**src/pkg/sld_pkg.sv**
```systemverilog
// Shared constants for the serial latched driver and its controller
package sld_pkg;
  localparam int CHANNELS = 32;
  localparam int CLK_PERIOD_NS = 4;
  // Least wait from last shift clock to latch enable
  localparam int STROBE_WAIT_NS = 300;
  localparam int STROBE_WAIT_CYC = (STROBE_WAIT_NS + CLK_PERIOD_NS - 1) / CLK_PERIOD_NS;
  // Least latch-enable pulse width
  localparam int STROBE_WIDTH_NS = 100;
  localparam int STROBE_WIDTH_CYC = (STROBE_WIDTH_NS + CLK_PERIOD_NS - 1) / CLK_PERIOD_NS;
  // Least shift clock half period for 3.3 MHz
  localparam int SCLK_HALF_NS = 152;
  localparam int SCLK_HALF_CYC = (SCLK_HALF_NS + CLK_PERIOD_NS - 1) / CLK_PERIOD_NS;
  localparam int TIMER_W = 8;
  localparam logic [31:0] LATCH_RESET = 32'h0000_0000;
endpackage

```
**src/pkg/sld_link_if.sv**
```systemverilog
// Pin-level link between controller and driver
`timescale 1ns/1ns
interface sld_link_if;
  logic ser_in;
  logic shift_clk;
  logic latch_en;
  logic out_disable;
  logic ser_out;
  modport driver (input ser_in, input shift_clk, input latch_en, input out_disable, output ser_out);
  modport controller (output ser_in, output shift_clk, output latch_en, output out_disable, input ser_out);
endinterface

```
**src/hw/sld_controller.sv**
```systemverilog
// Controller end: loads words from a two-entry buffer and shifts them out
`timescale 1ns/1ns
module sld_controller
  import sld_pkg::*;
#(
  parameter int WIDTH = CHANNELS
) (
  input wire logic sys_clk,
  input wire logic srst,
  input wire logic clk_en,
  input wire logic [WIDTH-1:0] word_data,
  input wire logic word_valid,
  output logic word_ready,
  input wire logic blank_req,
  input wire logic keep_transparent,
  output logic busy,
  sld_link_if.controller link
);
  if (WIDTH < 2 || WIDTH >= (1 << TIMER_W)) begin : g_width_bad
    $error("WIDTH out of range");
  end
  // Driver needs each shift clock phase at least three cycles long
  if (SCLK_HALF_CYC < 3 || STROBE_WAIT_CYC >= (1 << TIMER_W)) begin : g_timing_bad
    $error("Timing counts do not fit");
  end

  typedef enum logic [2:0] {IDLE, LOW, HIGH, WAIT, STROBE} phase_t;

  typedef struct packed {
    logic [1:0][WIDTH-1:0] buf_data;
    logic [1:0] buf_full;
    logic buf_rd;
    logic buf_wr;
    phase_t phase;
    logic [WIDTH-1:0] shreg;
    logic [TIMER_W-1:0] bits;
    logic [TIMER_W-1:0] timer;
    logic ser_in;
    logic shift_clk;
    logic latch_en;
    logic out_disable;
  } ctrl_state_t;

  ctrl_state_t s, next_s;

  assign word_ready = !s.buf_full[s.buf_wr];
  assign busy = (s.phase != IDLE) || (s.buf_full != 2'b00);
  assign link.ser_in = s.ser_in;
  assign link.shift_clk = s.shift_clk;
  assign link.latch_en = s.latch_en;
  assign link.out_disable = s.out_disable;

  always_comb begin
    next_s = s;
    if (word_valid && word_ready) begin
      next_s.buf_data[s.buf_wr] = word_data;
      next_s.buf_full[s.buf_wr] = 1'b1;
      next_s.buf_wr = !s.buf_wr;
    end
    // Blank the outputs while shifting with keep_transparent high
    next_s.out_disable = blank_req || (keep_transparent && s.phase != IDLE);
    case (s.phase)
      IDLE: begin
        next_s.latch_en = keep_transparent;
        if (s.buf_full[s.buf_rd]) begin
          next_s.buf_full[s.buf_rd] = 1'b0;
          next_s.buf_rd = !s.buf_rd;
          next_s.shreg = s.buf_data[s.buf_rd];
          next_s.bits = TIMER_W'(WIDTH);
          next_s.timer = TIMER_W'(SCLK_HALF_CYC);
          next_s.ser_in = s.buf_data[s.buf_rd][WIDTH-1];
          next_s.out_disable = blank_req || keep_transparent;
          next_s.phase = LOW;
        end
      end
      LOW: begin
        if (s.timer > 1) begin
          next_s.timer = s.timer - 1'b1;
        end else begin
          next_s.shift_clk = 1'b1;
          next_s.timer = TIMER_W'(SCLK_HALF_CYC);
          next_s.bits = s.bits - 1'b1;
          next_s.phase = HIGH;
        end
      end
      HIGH: begin
        if (s.timer > 1) begin
          next_s.timer = s.timer - 1'b1;
        end else begin
          next_s.shift_clk = 1'b0;
          next_s.shreg = {s.shreg[WIDTH-2:0], 1'b0};
          next_s.ser_in = s.shreg[WIDTH-2];
          next_s.timer = TIMER_W'(s.bits == 0 ? STROBE_WAIT_CYC : SCLK_HALF_CYC);
          next_s.phase = (s.bits == 0) ? WAIT : LOW;
        end
      end
      WAIT: begin
        if (s.timer > 1) begin
          next_s.timer = s.timer - 1'b1;
        end else begin
          next_s.latch_en = 1'b1;
          next_s.timer = TIMER_W'(STROBE_WIDTH_CYC);
          next_s.phase = STROBE;
        end
      end
      default: begin
        if (s.timer > 1) begin
          next_s.timer = s.timer - 1'b1;
        end else begin
          next_s.latch_en = keep_transparent;
          next_s.phase = IDLE;
        end
      end
    endcase
  end

  always_ff @(posedge sys_clk) begin
    if (srst) begin
      s <= '0;
      s.phase <= IDLE;
      s.out_disable <= 1'b1;
    end else if (clk_en) begin
      s <= next_s;
    end
  end
endmodule // sld_controller

```
**src/flat_wrapper.sv**
```systemverilog
// flat-port wrapper written by rule: the top's interface ports become plain ports
module sld_controller_flat import sld_pkg::*;
#(
  parameter int WIDTH = CHANNELS
)
  (sys_clk, srst, clk_en, word_data, word_valid, word_ready, blank_req, keep_transparent, busy, link_ser_in, link_shift_clk, link_latch_en, link_out_disable, link_ser_out);
  sld_link_if link_i ();
  input wire logic sys_clk;
  input wire logic srst;
  input wire logic clk_en;
  input wire logic [WIDTH-1:0] word_data;
  input wire logic word_valid;
  output logic word_ready;
  input wire logic blank_req;
  input wire logic keep_transparent;
  output logic busy;
  output wire logic [$bits(link_i.ser_in)-1:0] link_ser_in;
  output wire logic [$bits(link_i.shift_clk)-1:0] link_shift_clk;
  output wire logic [$bits(link_i.latch_en)-1:0] link_latch_en;
  output wire logic [$bits(link_i.out_disable)-1:0] link_out_disable;
  input wire logic [$bits(link_i.ser_out)-1:0] link_ser_out;
  assign link_ser_in = link_i.ser_in;
  assign link_shift_clk = link_i.shift_clk;
  assign link_latch_en = link_i.latch_en;
  assign link_out_disable = link_i.out_disable;
  assign link_i.ser_out = link_ser_out;
  sld_controller #(.WIDTH(WIDTH)) u_core (.sys_clk(sys_clk), .srst(srst), .clk_en(clk_en), .word_data(word_data), .word_valid(word_valid), .word_ready(word_ready), .blank_req(blank_req), .keep_transparent(keep_transparent), .busy(busy), .link(link_i));
endmodule
```
**config.mk**
```make
export PLATFORM = sky130hd
export DESIGN_NAME = sld_controller_flat
export DESIGN_NICKNAME = d
export VERILOG_FILES = /design/src/pkg/sld_pkg.sv /design/src/pkg/sld_link_if.sv /design/src/hw/sld_controller.sv /design/src/flat_wrapper.sv
export SDC_FILE = /design/constraint.sdc
export NUM_CORES = 1
export LEC_CHECK = 0
export ABC_CLOCK_PERIOD_IN_PS = 2200
export BUFFER_PORTS_ARGS = -buffer_cell sky130_fd_sc_hd__buf_2
export CAP_MARGIN = 20
export CORE_UTILIZATION = 54
export DETAILED_ROUTE_END_ITERATION = 8
export PLACE_DENSITY = 0.83
export SKIP_CTS_REPAIR_TIMING = 1
export SYNTH_ARGS = -nofsm -noshare
export SYNTH_HDL_FRONTEND = slang
export SYNTH_SLANG_ARGS = --single-unit
```
**constraint.sdc**
```tcl
create_clock -name sys_clk -period 2.2 [get_ports sys_clk]
set_input_delay 0 -clock sys_clk [delete_from_list [all_inputs] [get_ports sys_clk]]
set_output_delay 0 -clock sys_clk [all_outputs]
set_load 0.03 [all_outputs]
```
==> results.txt, run 1 <==
- The run finished with clean final reports.
- Overall Global Routing Usage: approximately 27%
- The worst hold path belongs to the class input port to flip-flop.
- After synthesis, flip-flops and latches occupy 45.21% of the total area.
- The region available for standard cell placement spans 9729 um2.
- WP data arrival: 2.58 ns
- Commonest cells after routing, fill and taps aside: sky130_fd_sc_hd__nand2_1 (206), sky130_fd_sc_hd__dfxtp_1 (120), sky130_fd_sc_hd__a21oi_1 (115), sky130_fd_sc_hd__buf_2 (42), sky130_fd_sc_hd__dlygate4sd3_1 (37)
* Launch point of the critical path: u_core.s[4]
- Cells with a size suffix above 1 make up 15.41% of the layout.
* Number of warnings issued by yosys: 0
- DP Worst Slack: 0.05681 ns
- Detailed placement ended at an HPWL of 7980 um.
- The clock period could shrink to 2.141 ns.
* Max Root-Sink Buffers: 2
- Post-route DRC: 0
- The design draws 6.439 mW.
- For this run, the top clock speed supported by timing is 467.1 MHz.
* CTS tree: yes
* Mapped Cells: 682
- Total detailed-routing wirelength: 14380 um
- Vias per inst: 5.728
- Initial antenna violation count: 0
- STA classifies the critical path startpoint as a flip-flop.
* Vias in the first global route: between 4k and 5k
- Floorplan die area: 10410 um2
* Setup slack after layout: 0.05912 ns
- Post-synthesis cell area: ~5400 um2
- Clock-pin slew was measured on the worst setup and hold paths at 0.06 ns.
- Number of endpoints failing setup at the final stage: 0
- Between clock sinks in the finished design, the worst skew comes to around 0.011 ns.
- Leading cell type in the layout, fill and taps excluded: sky130_fd_sc_hd__nand2_1
- The first global-routing pass estimated 22000 um of wire.
* Crit-path cells: inv_1 > ha_1 > or2_1 > and3_4 > o211ai_1 > buf_4 > buf_8 > nand2_1 > a21oi_1
- For hold timing, the worst endpoint is u_core.s[71].
* Max-slew violation count: 0
* Worst slew slack as a fraction of its limit: 58.63%
- Count of nets left with antenna violations after detail routing: 0
* Delay contributed by the slowest stage of the critical path: 0.36 ns
- Std cell rows: 36
- STA classifies the critical path endpoint as a flip-flop.
- CP max-delay cell: sky130_fd_sc_hd__o211ai_1
- Final hold violations: 0
* Source of the worst hold timing path: word_valid
- For the worst setup path, the data required time is 2.64 ns.
- Transition time at the pin with the least slew margin: 0.6205 ns
- Register bit total from synthesis: 122
- Across all layers, the routed design uses roughly 5.2k vias.
- Remaining global-route overflow: 0
- Total placed instance area: 5818 um2
* Antenna cells: 0
- Of the available clock period, the critical path in the final layout requires 97.31%.
* Type of the worst setup path: flip-flop to flip-flop
- Worst IR drop on VDD: 0.6738 mV
- Average wire per standard cell: 15.89 um
* Layout overhead on the synthesized area: 26.26%
- Entering global routing, the biggest net connects 109 pins.
* Endpoint of the lowest-slack register-to-register path: u_core.s[24]
- The number of different library cells used by synthesis comes to 47.
* Total power per unit cell area: ~940 nW/um2
* Top-Level Pins: 45
- Post-Synthesis Net Count: slightly above 700
- At the end of routability-driven placement, the weighted congestion stood at roughly 0.9.
- Root Driver: sky130_fd_sc_hd__clkbuf_8
* CTS sink cnt: 122
* Post-Layout Inst Area: 6822 um2
- Min-Delay Path Depth: 6
* Path depth of the worst reg2reg path: 9
- Horizontal die dimension: slightly above 100 um
- Synth Area per Inst: 7.922 um2
* Detailed-routing iteration count for the pre-antenna-repair pass: 5
- Filler cell count in the final layout: between 600 and 700
- Once the floorplan was initialized, standard cells occupied about 56% of the core.
- Leak: around 2.6 nW
- Latest clock arrival within the worst-skew pair: 0.52 ns
* Number of buffers created by CTS: 17
- Worst-path maximum fanout: 16
- Register-to-register setup slack: 0.06 ns
- In this run, the number of DRC markers left after iteration 0 of detailed routing was 383.
* Critical path buffers and inverters: 3
* Level count of the clock H-tree: 4
- Chip height: 102.0 um
- For this run, the post-layout net count is 801.
* Buffers on Ports: 43
* Number of maximum-capacitance violations: 0
- In this run the critical register-to-register path is launched from u_core.s[4].
* Family with the most delay on the worst path: simple AND/OR/NAND/NOR gates
cells by family after synthesis:
group	Yosys count	share of synthesized area, %
buffers and inverters	59	4.608
AOI/OAI and AO/OA	184	20.63
adders and majority gates	3	0.6948
and+or+nand+nor	274	21.54
DFF	122	45.21
muxes	35	6.508
xor gates and xnor gates	5	0.8105
routing by layer:
metal,up-vias,part of all wire [%],track usage (%)
met2,199,51,46.00
li1,2509,-,-
met4,0,2.3,12.97
met1,2442,41,32.95
met5,-,0,0
met3,34,5.7,6.293
worst register-to-register path: stages, from the launching register on:
cell and delay [ns]:
sky130_fd_sc_hd__dfxtp_2 0.35, sky130_fd_sc_hd__inv_1 0.06, sky130_fd_sc_hd__ha_1 0.20, sky130_fd_sc_hd__or2_1 0.30, sky130_fd_sc_hd__and3_4 0.22, sky130_fd_sc_hd__o211ai_1 0.36, sky130_fd_sc_hd__buf_4 0.20, sky130_fd_sc_hd__buf_8 0.16
sky130_fd_sc_hd__nand2_1 0.07, sky130_fd_sc_hd__a21oi_1 0.15
registers in the layout, summed over array words and instances (netlist names):
name / flops
u_core.link.ser_in: 1
u_core.link.latch_en: 1
u_core.link.out_disable: 1
u_core.link.shift_clk: 1
u_core.s: 118
worst max path at each step:
stage,slack [ns],endpoint,depth (start not counted)
2_1_floorplan,0.007,u_core.s[27],10
3_3_place_gp,0.18,u_core.s[9],8
3_5_place_dp,0.06,u_core.s[7],8
4_1_cts,0.06,u_core.s[7],8
5_1_grt,-0.02,u_core.s[32],9
6_report,0.06,u_core.s[24],9
power by group:
| group | switching (mW) | internal (mW) |
|---|---|---|
| logic | 0.749 | 0.487 |
| clock network | 1.03 | 1.76 |
| registers | 0.0909 | 2.32 |
| total | 1.87 | 4.57 |
area by class of cell:
cell class	count	area (um2)	share of cell area, %
Clock inverter	13	167.7	2.458
Multi-Input combinational cell	501	2729	40.00
Clock buffer	19	431.7	6.328
Tap cell	133	166.4	2.439
Sequential cell	122	2445	35.84
Timing Repair Buffer	108	848.3	12.44
Inverter	9	33.78	0.4952
per-stage QoR:
stage / hold WS, ns / TNS [ns] / utilization, % / std cells
global route: 0.2029 / -0.06430 / 70.11 / 905
detailed placement: 0.2575 / 0 / 59.80 / 834
global placement: 0.2506 / 0 / 59.80 / 834
CTS: -0.2889 / 0 / 65.96 / 866
floorplan: 0.1360 / 0 / - / 682
finish: 0.1775 / 0 / 70.11 / 905
synthesized netlist by cell type (all sizes together):
cell type | n | area [um2]
a2111oi | 1 | 27.53
nor2 | 23 | 86.33
or4 | 1 | 7.510
nand4 | 6 | 37.54
mux2i | 34 | 340.3
nor3b | 2 | 15.01
nor3 | 10 | 50.05
or3 | 8 | 50.05
a41o | 1 | 10.01
and3 | 1 | 6.260
clkbuf | 39 | 146.4
nor4b | 1 | 8.760
nand2 | 207 | 777.0
xor2 | 5 | 43.79
nand3 | 3 | 27.53
o22ai | 4 | 25.02
a21o | 1 | 7.510
a41oi | 1 | 8.760
ha | 3 | 37.54
inv | 9 | 33.78
a211oi | 7 | 52.55
o2bb2ai | 1 | 8.760
a211o | 2 | 17.52
a32o | 1 | 10.01
dfxtp | 122 | 2442
o21ai | 10 | 50.05
or2 | 2 | 12.52
a311oi | 1 | 8.760
nand3b | 2 | 15.01
o41ai | 1 | 16.27
nor2b | 1 | 6.260
nor4 | 3 | 33.78
mux2 | 1 | 11.26
nand4b | 2 | 17.52
buf | 11 | 68.81
nand2b | 2 | 12.51
o211ai | 33 | 257.7
a31oi | 2 | 12.51
a21oi | 118 | 601.8
Note: power is estimated with default switching activity, not from simulation.
==> run 2, diff against run 1 <==
--- a/config.mk
+++ b/config.mk
@@ -5,12 +5,13 @@
 export SDC_FILE = /design/constraint.sdc
 export NUM_CORES = 1
 export LEC_CHECK = 0
-export ABC_CLOCK_PERIOD_IN_PS = 2200
+export ABC_CLOCK_PERIOD_IN_PS = 2600
 export BUFFER_PORTS_ARGS = -buffer_cell sky130_fd_sc_hd__buf_2
 export CAP_MARGIN = 20
-export CORE_UTILIZATION = 54
+export CORE_ASPECT_RATIO = 2
+export CORE_UTILIZATION = 56
 export DETAILED_ROUTE_END_ITERATION = 8
-export PLACE_DENSITY = 0.83
+export PLACE_DENSITY = 0.82
 export SKIP_CTS_REPAIR_TIMING = 1
 export SYNTH_ARGS = -nofsm -noshare
 export SYNTH_HDL_FRONTEND = slang
==> constraint.sdc (replaced) <==
create_clock -name sys_clk -period 2.6 [get_ports sys_clk]
set_input_delay 0 -clock sys_clk [delete_from_list [all_inputs] [get_ports sys_clk]]
set_output_delay 0 -clock sys_clk [all_outputs]
set_load 0.03 [all_outputs]
==> results.txt, run 2 (same netlist as run 1, synthesis figures left out) <==
- Floorplan die area: 10070 um2
* Crit-path cells: inv_1 > ha_1 > or2_0 > and3_1 > o211ai_1 > buf_4 > nand2_1 > a21oi_1
* Total detailed-routing wirelength: about 13000 um
* Antenna cells: 0
- In this run the static leakage power is between 2 and 2.5 nW.
* Total power per unit cell area: between 700 and 800 nW/um2
- After routing, the total negative slack on setup checks comes to 0 ns.
* Buffers on Ports: 43
- The first routing iteration left 278 violations.
- Vias in the first global route: 4946
* Filler cell count in the final layout: 700
* Number of nets in the layout: 788
- The worst setup path is captured at a flip-flop.
- The count of endpoints failing hold in the final timing report is 0.
- The top cell types in the final layout, fill and taps aside, are sky130_fd_sc_hd__nand2_1 (206), sky130_fd_sc_hd__dfxtp_1 (121), sky130_fd_sc_hd__a21oi_1 (114), sky130_fd_sc_hd__buf_2 (42), sky130_fd_sc_hd__dlygate4sd3_1 (36).
- Wire length of the first global-routing pass: 21820 um
- In this run the worst hold path is classified as input port to flip-flop.
- Global routing finished with a remaining overflow of 0.
* Share of cells above drive strength 1: 14.10%
- Number of flip-flops under the largest register name: 118
* Top-Level Pins: 45
- In this run the most critical hold path is launched from srst.
- On the worst path, the slowest cell contributes a delay of 0.40 ns.
- Clock slew at the register clock pins of the worst setup and hold paths: around 0.060 ns
* CTS sink cnt: 122
- WP data arrival: 2.78 ns
* Vias per inst: 5.924
* Gp weighted congestion: 0.9230
* Type of the worst setup path: flip-flop to flip-flop
- Transition time at the pin with the least slew margin: 0.8866 ns
* CP max-delay cell: sky130_fd_sc_hd__or2_0
- Final period util: 94.46%
- Max Root-Sink Buffers: 2
- Once the floorplan was initialized, standard cells occupied 57.57% of the core.
- TritonCTS built the clock tree.
- Count of nets left with antenna violations after detail routing: 0
- Worst-case clock skew: about 0.0098 ns
* Layout overhead on the synthesized area: 23.30%
- Register with the most flip-flops: u_core.s
- The number of antenna violations at the first check in global routing was 0.
- Timing would allow up to 407.2 MHz.
- The clock tree synthesis step divided the H-tree into 4 levels.
* Horizontal die dimension: just over 70 um
* Number of endpoints failing setup at the final stage: 0
- The number of slew-limit violations in the final report came to 0.
* Setup repair after global routing missed its margin: false
- After detailed routing, the number of remaining DRC violations is 0.
* Floorplan Core Area: 9384 um2
* Required time worst endpoint: ~3 ns
- The HPWL after detailed placement is roughly 8100 um.
- STA classifies the critical path startpoint as a flip-flop.
- Leading cell type in the layout, fill and taps excluded: sky130_fd_sc_hd__nand2_1
* Latest clock arrival within the worst-skew pair: between 0.4 and 0.5 ns
* Number of maximum-capacitance violations: 0
- In this run the vertical extent of the chip is 140.9 um.
* Std cell rows: 50
- Before antenna repair, the detailed router went through 5 iterations.
* Largest net degree at the start of global routing: 88
- Number of buffers created by CTS: 17
* End-of-flow core utilization: 70.99%
- Tmin final: 2.456 ns
- The routed layout has 5112 vias.
* Worst slew slack as a fraction of its limit: between 40% and 50%
* Worst IR drop on VDD: 0.5528 mV
- Register-to-register setup slack: 0.14 ns
- The startpoint identified for the worst register-to-register timing path is u_core.s[4].
* Root Driver: sky130_fd_sc_hd__clkbuf_16
* Overall Global Routing Usage: 27.54%
- Average wire per standard cell: 15.43 um
- Worst-path maximum fanout: 33
* Result of the run: finished clean
- Launch point of the critical path: u_core.s[4]
==> run 2: cell count changes in the layout (fill, tap and decap cells not counted), moves of 2 or more <==
cell	before	now
sky130_fd_sc_hd__clkinvlp_4	5	3
sky130_fd_sc_hd__clkbuf_8	2	0
sky130_fd_sc_hd__clkinv_4	2	5
sky130_fd_sc_hd__inv_6	2	4
sky130_fd_sc_hd__buf_4	25	15
==> run 2: worst max-delay path, delay by kind of cell (launching register included) <==
family | cells | cell delay [ns]
simple gates | 3 | 0.89
compound gates | 2 | 0.41
flops | 1 | 0.38
fa+ha+maj | 1 | 0.25
buf+inv | 2 | 0.44
==> run 2: final timing paths <==
path                                endpoint  depth (start not counted)
worst max-delay path            u_core.s[37]                          8
worst min-delay path            u_core.s[66]                          2
worst max register to register  u_core.s[37]                          8
worst min register to register  u_core.s[95]                          2
==> run 2: stage by stage <==
step                area [um2]  worst slack [ns]  instances  hold WS (ns)  power, mW
finish                    6661            0.1439        863     0.0005004      5.329
global route              6661           0.02461        863     0.0005583      5.556
CTS                       6286            0.1595        827       -0.1809      5.289
detailed placement        5694            0.1871        795        0.2567      2.980
global placement          5694            0.2612        795        0.2514      2.957
floorplan                 5403            0.4070        682        0.1360      2.732
==> run 2: power breakdown <==
group / internal, mW / switching [mW] / total (mW)
sequential: 1.96 / 0.0865 / 2.05
combinational: 0.357 / 0.605 / 0.962
clock: 1.42 / 0.893 / 2.32
==> run 2: per-layer routing <==
layer	GRT usage (%)	share of wire, %	vias up
met5	0	0	-
met4	15.27	3.1	0
li1	-	-	2485
met2	49.52	54	157
met3	7.148	4.2	33
met1	28.36	39	2437
==> run 2: area by class of cell <==
class | count | area (um2) | area share [%]
inverter | 9 | 33.78 | 0.5071
clock inverter | 15 | 166.4 | 2.498
sequential | 122 | 2444 | 36.68
clock buffer | 17 | 425.4 | 6.386
multi-input combinational | 501 | 2739 | 41.12
tap | 104 | 130.1 | 1.953
timing repair buffer | 95 | 723.2 | 10.86
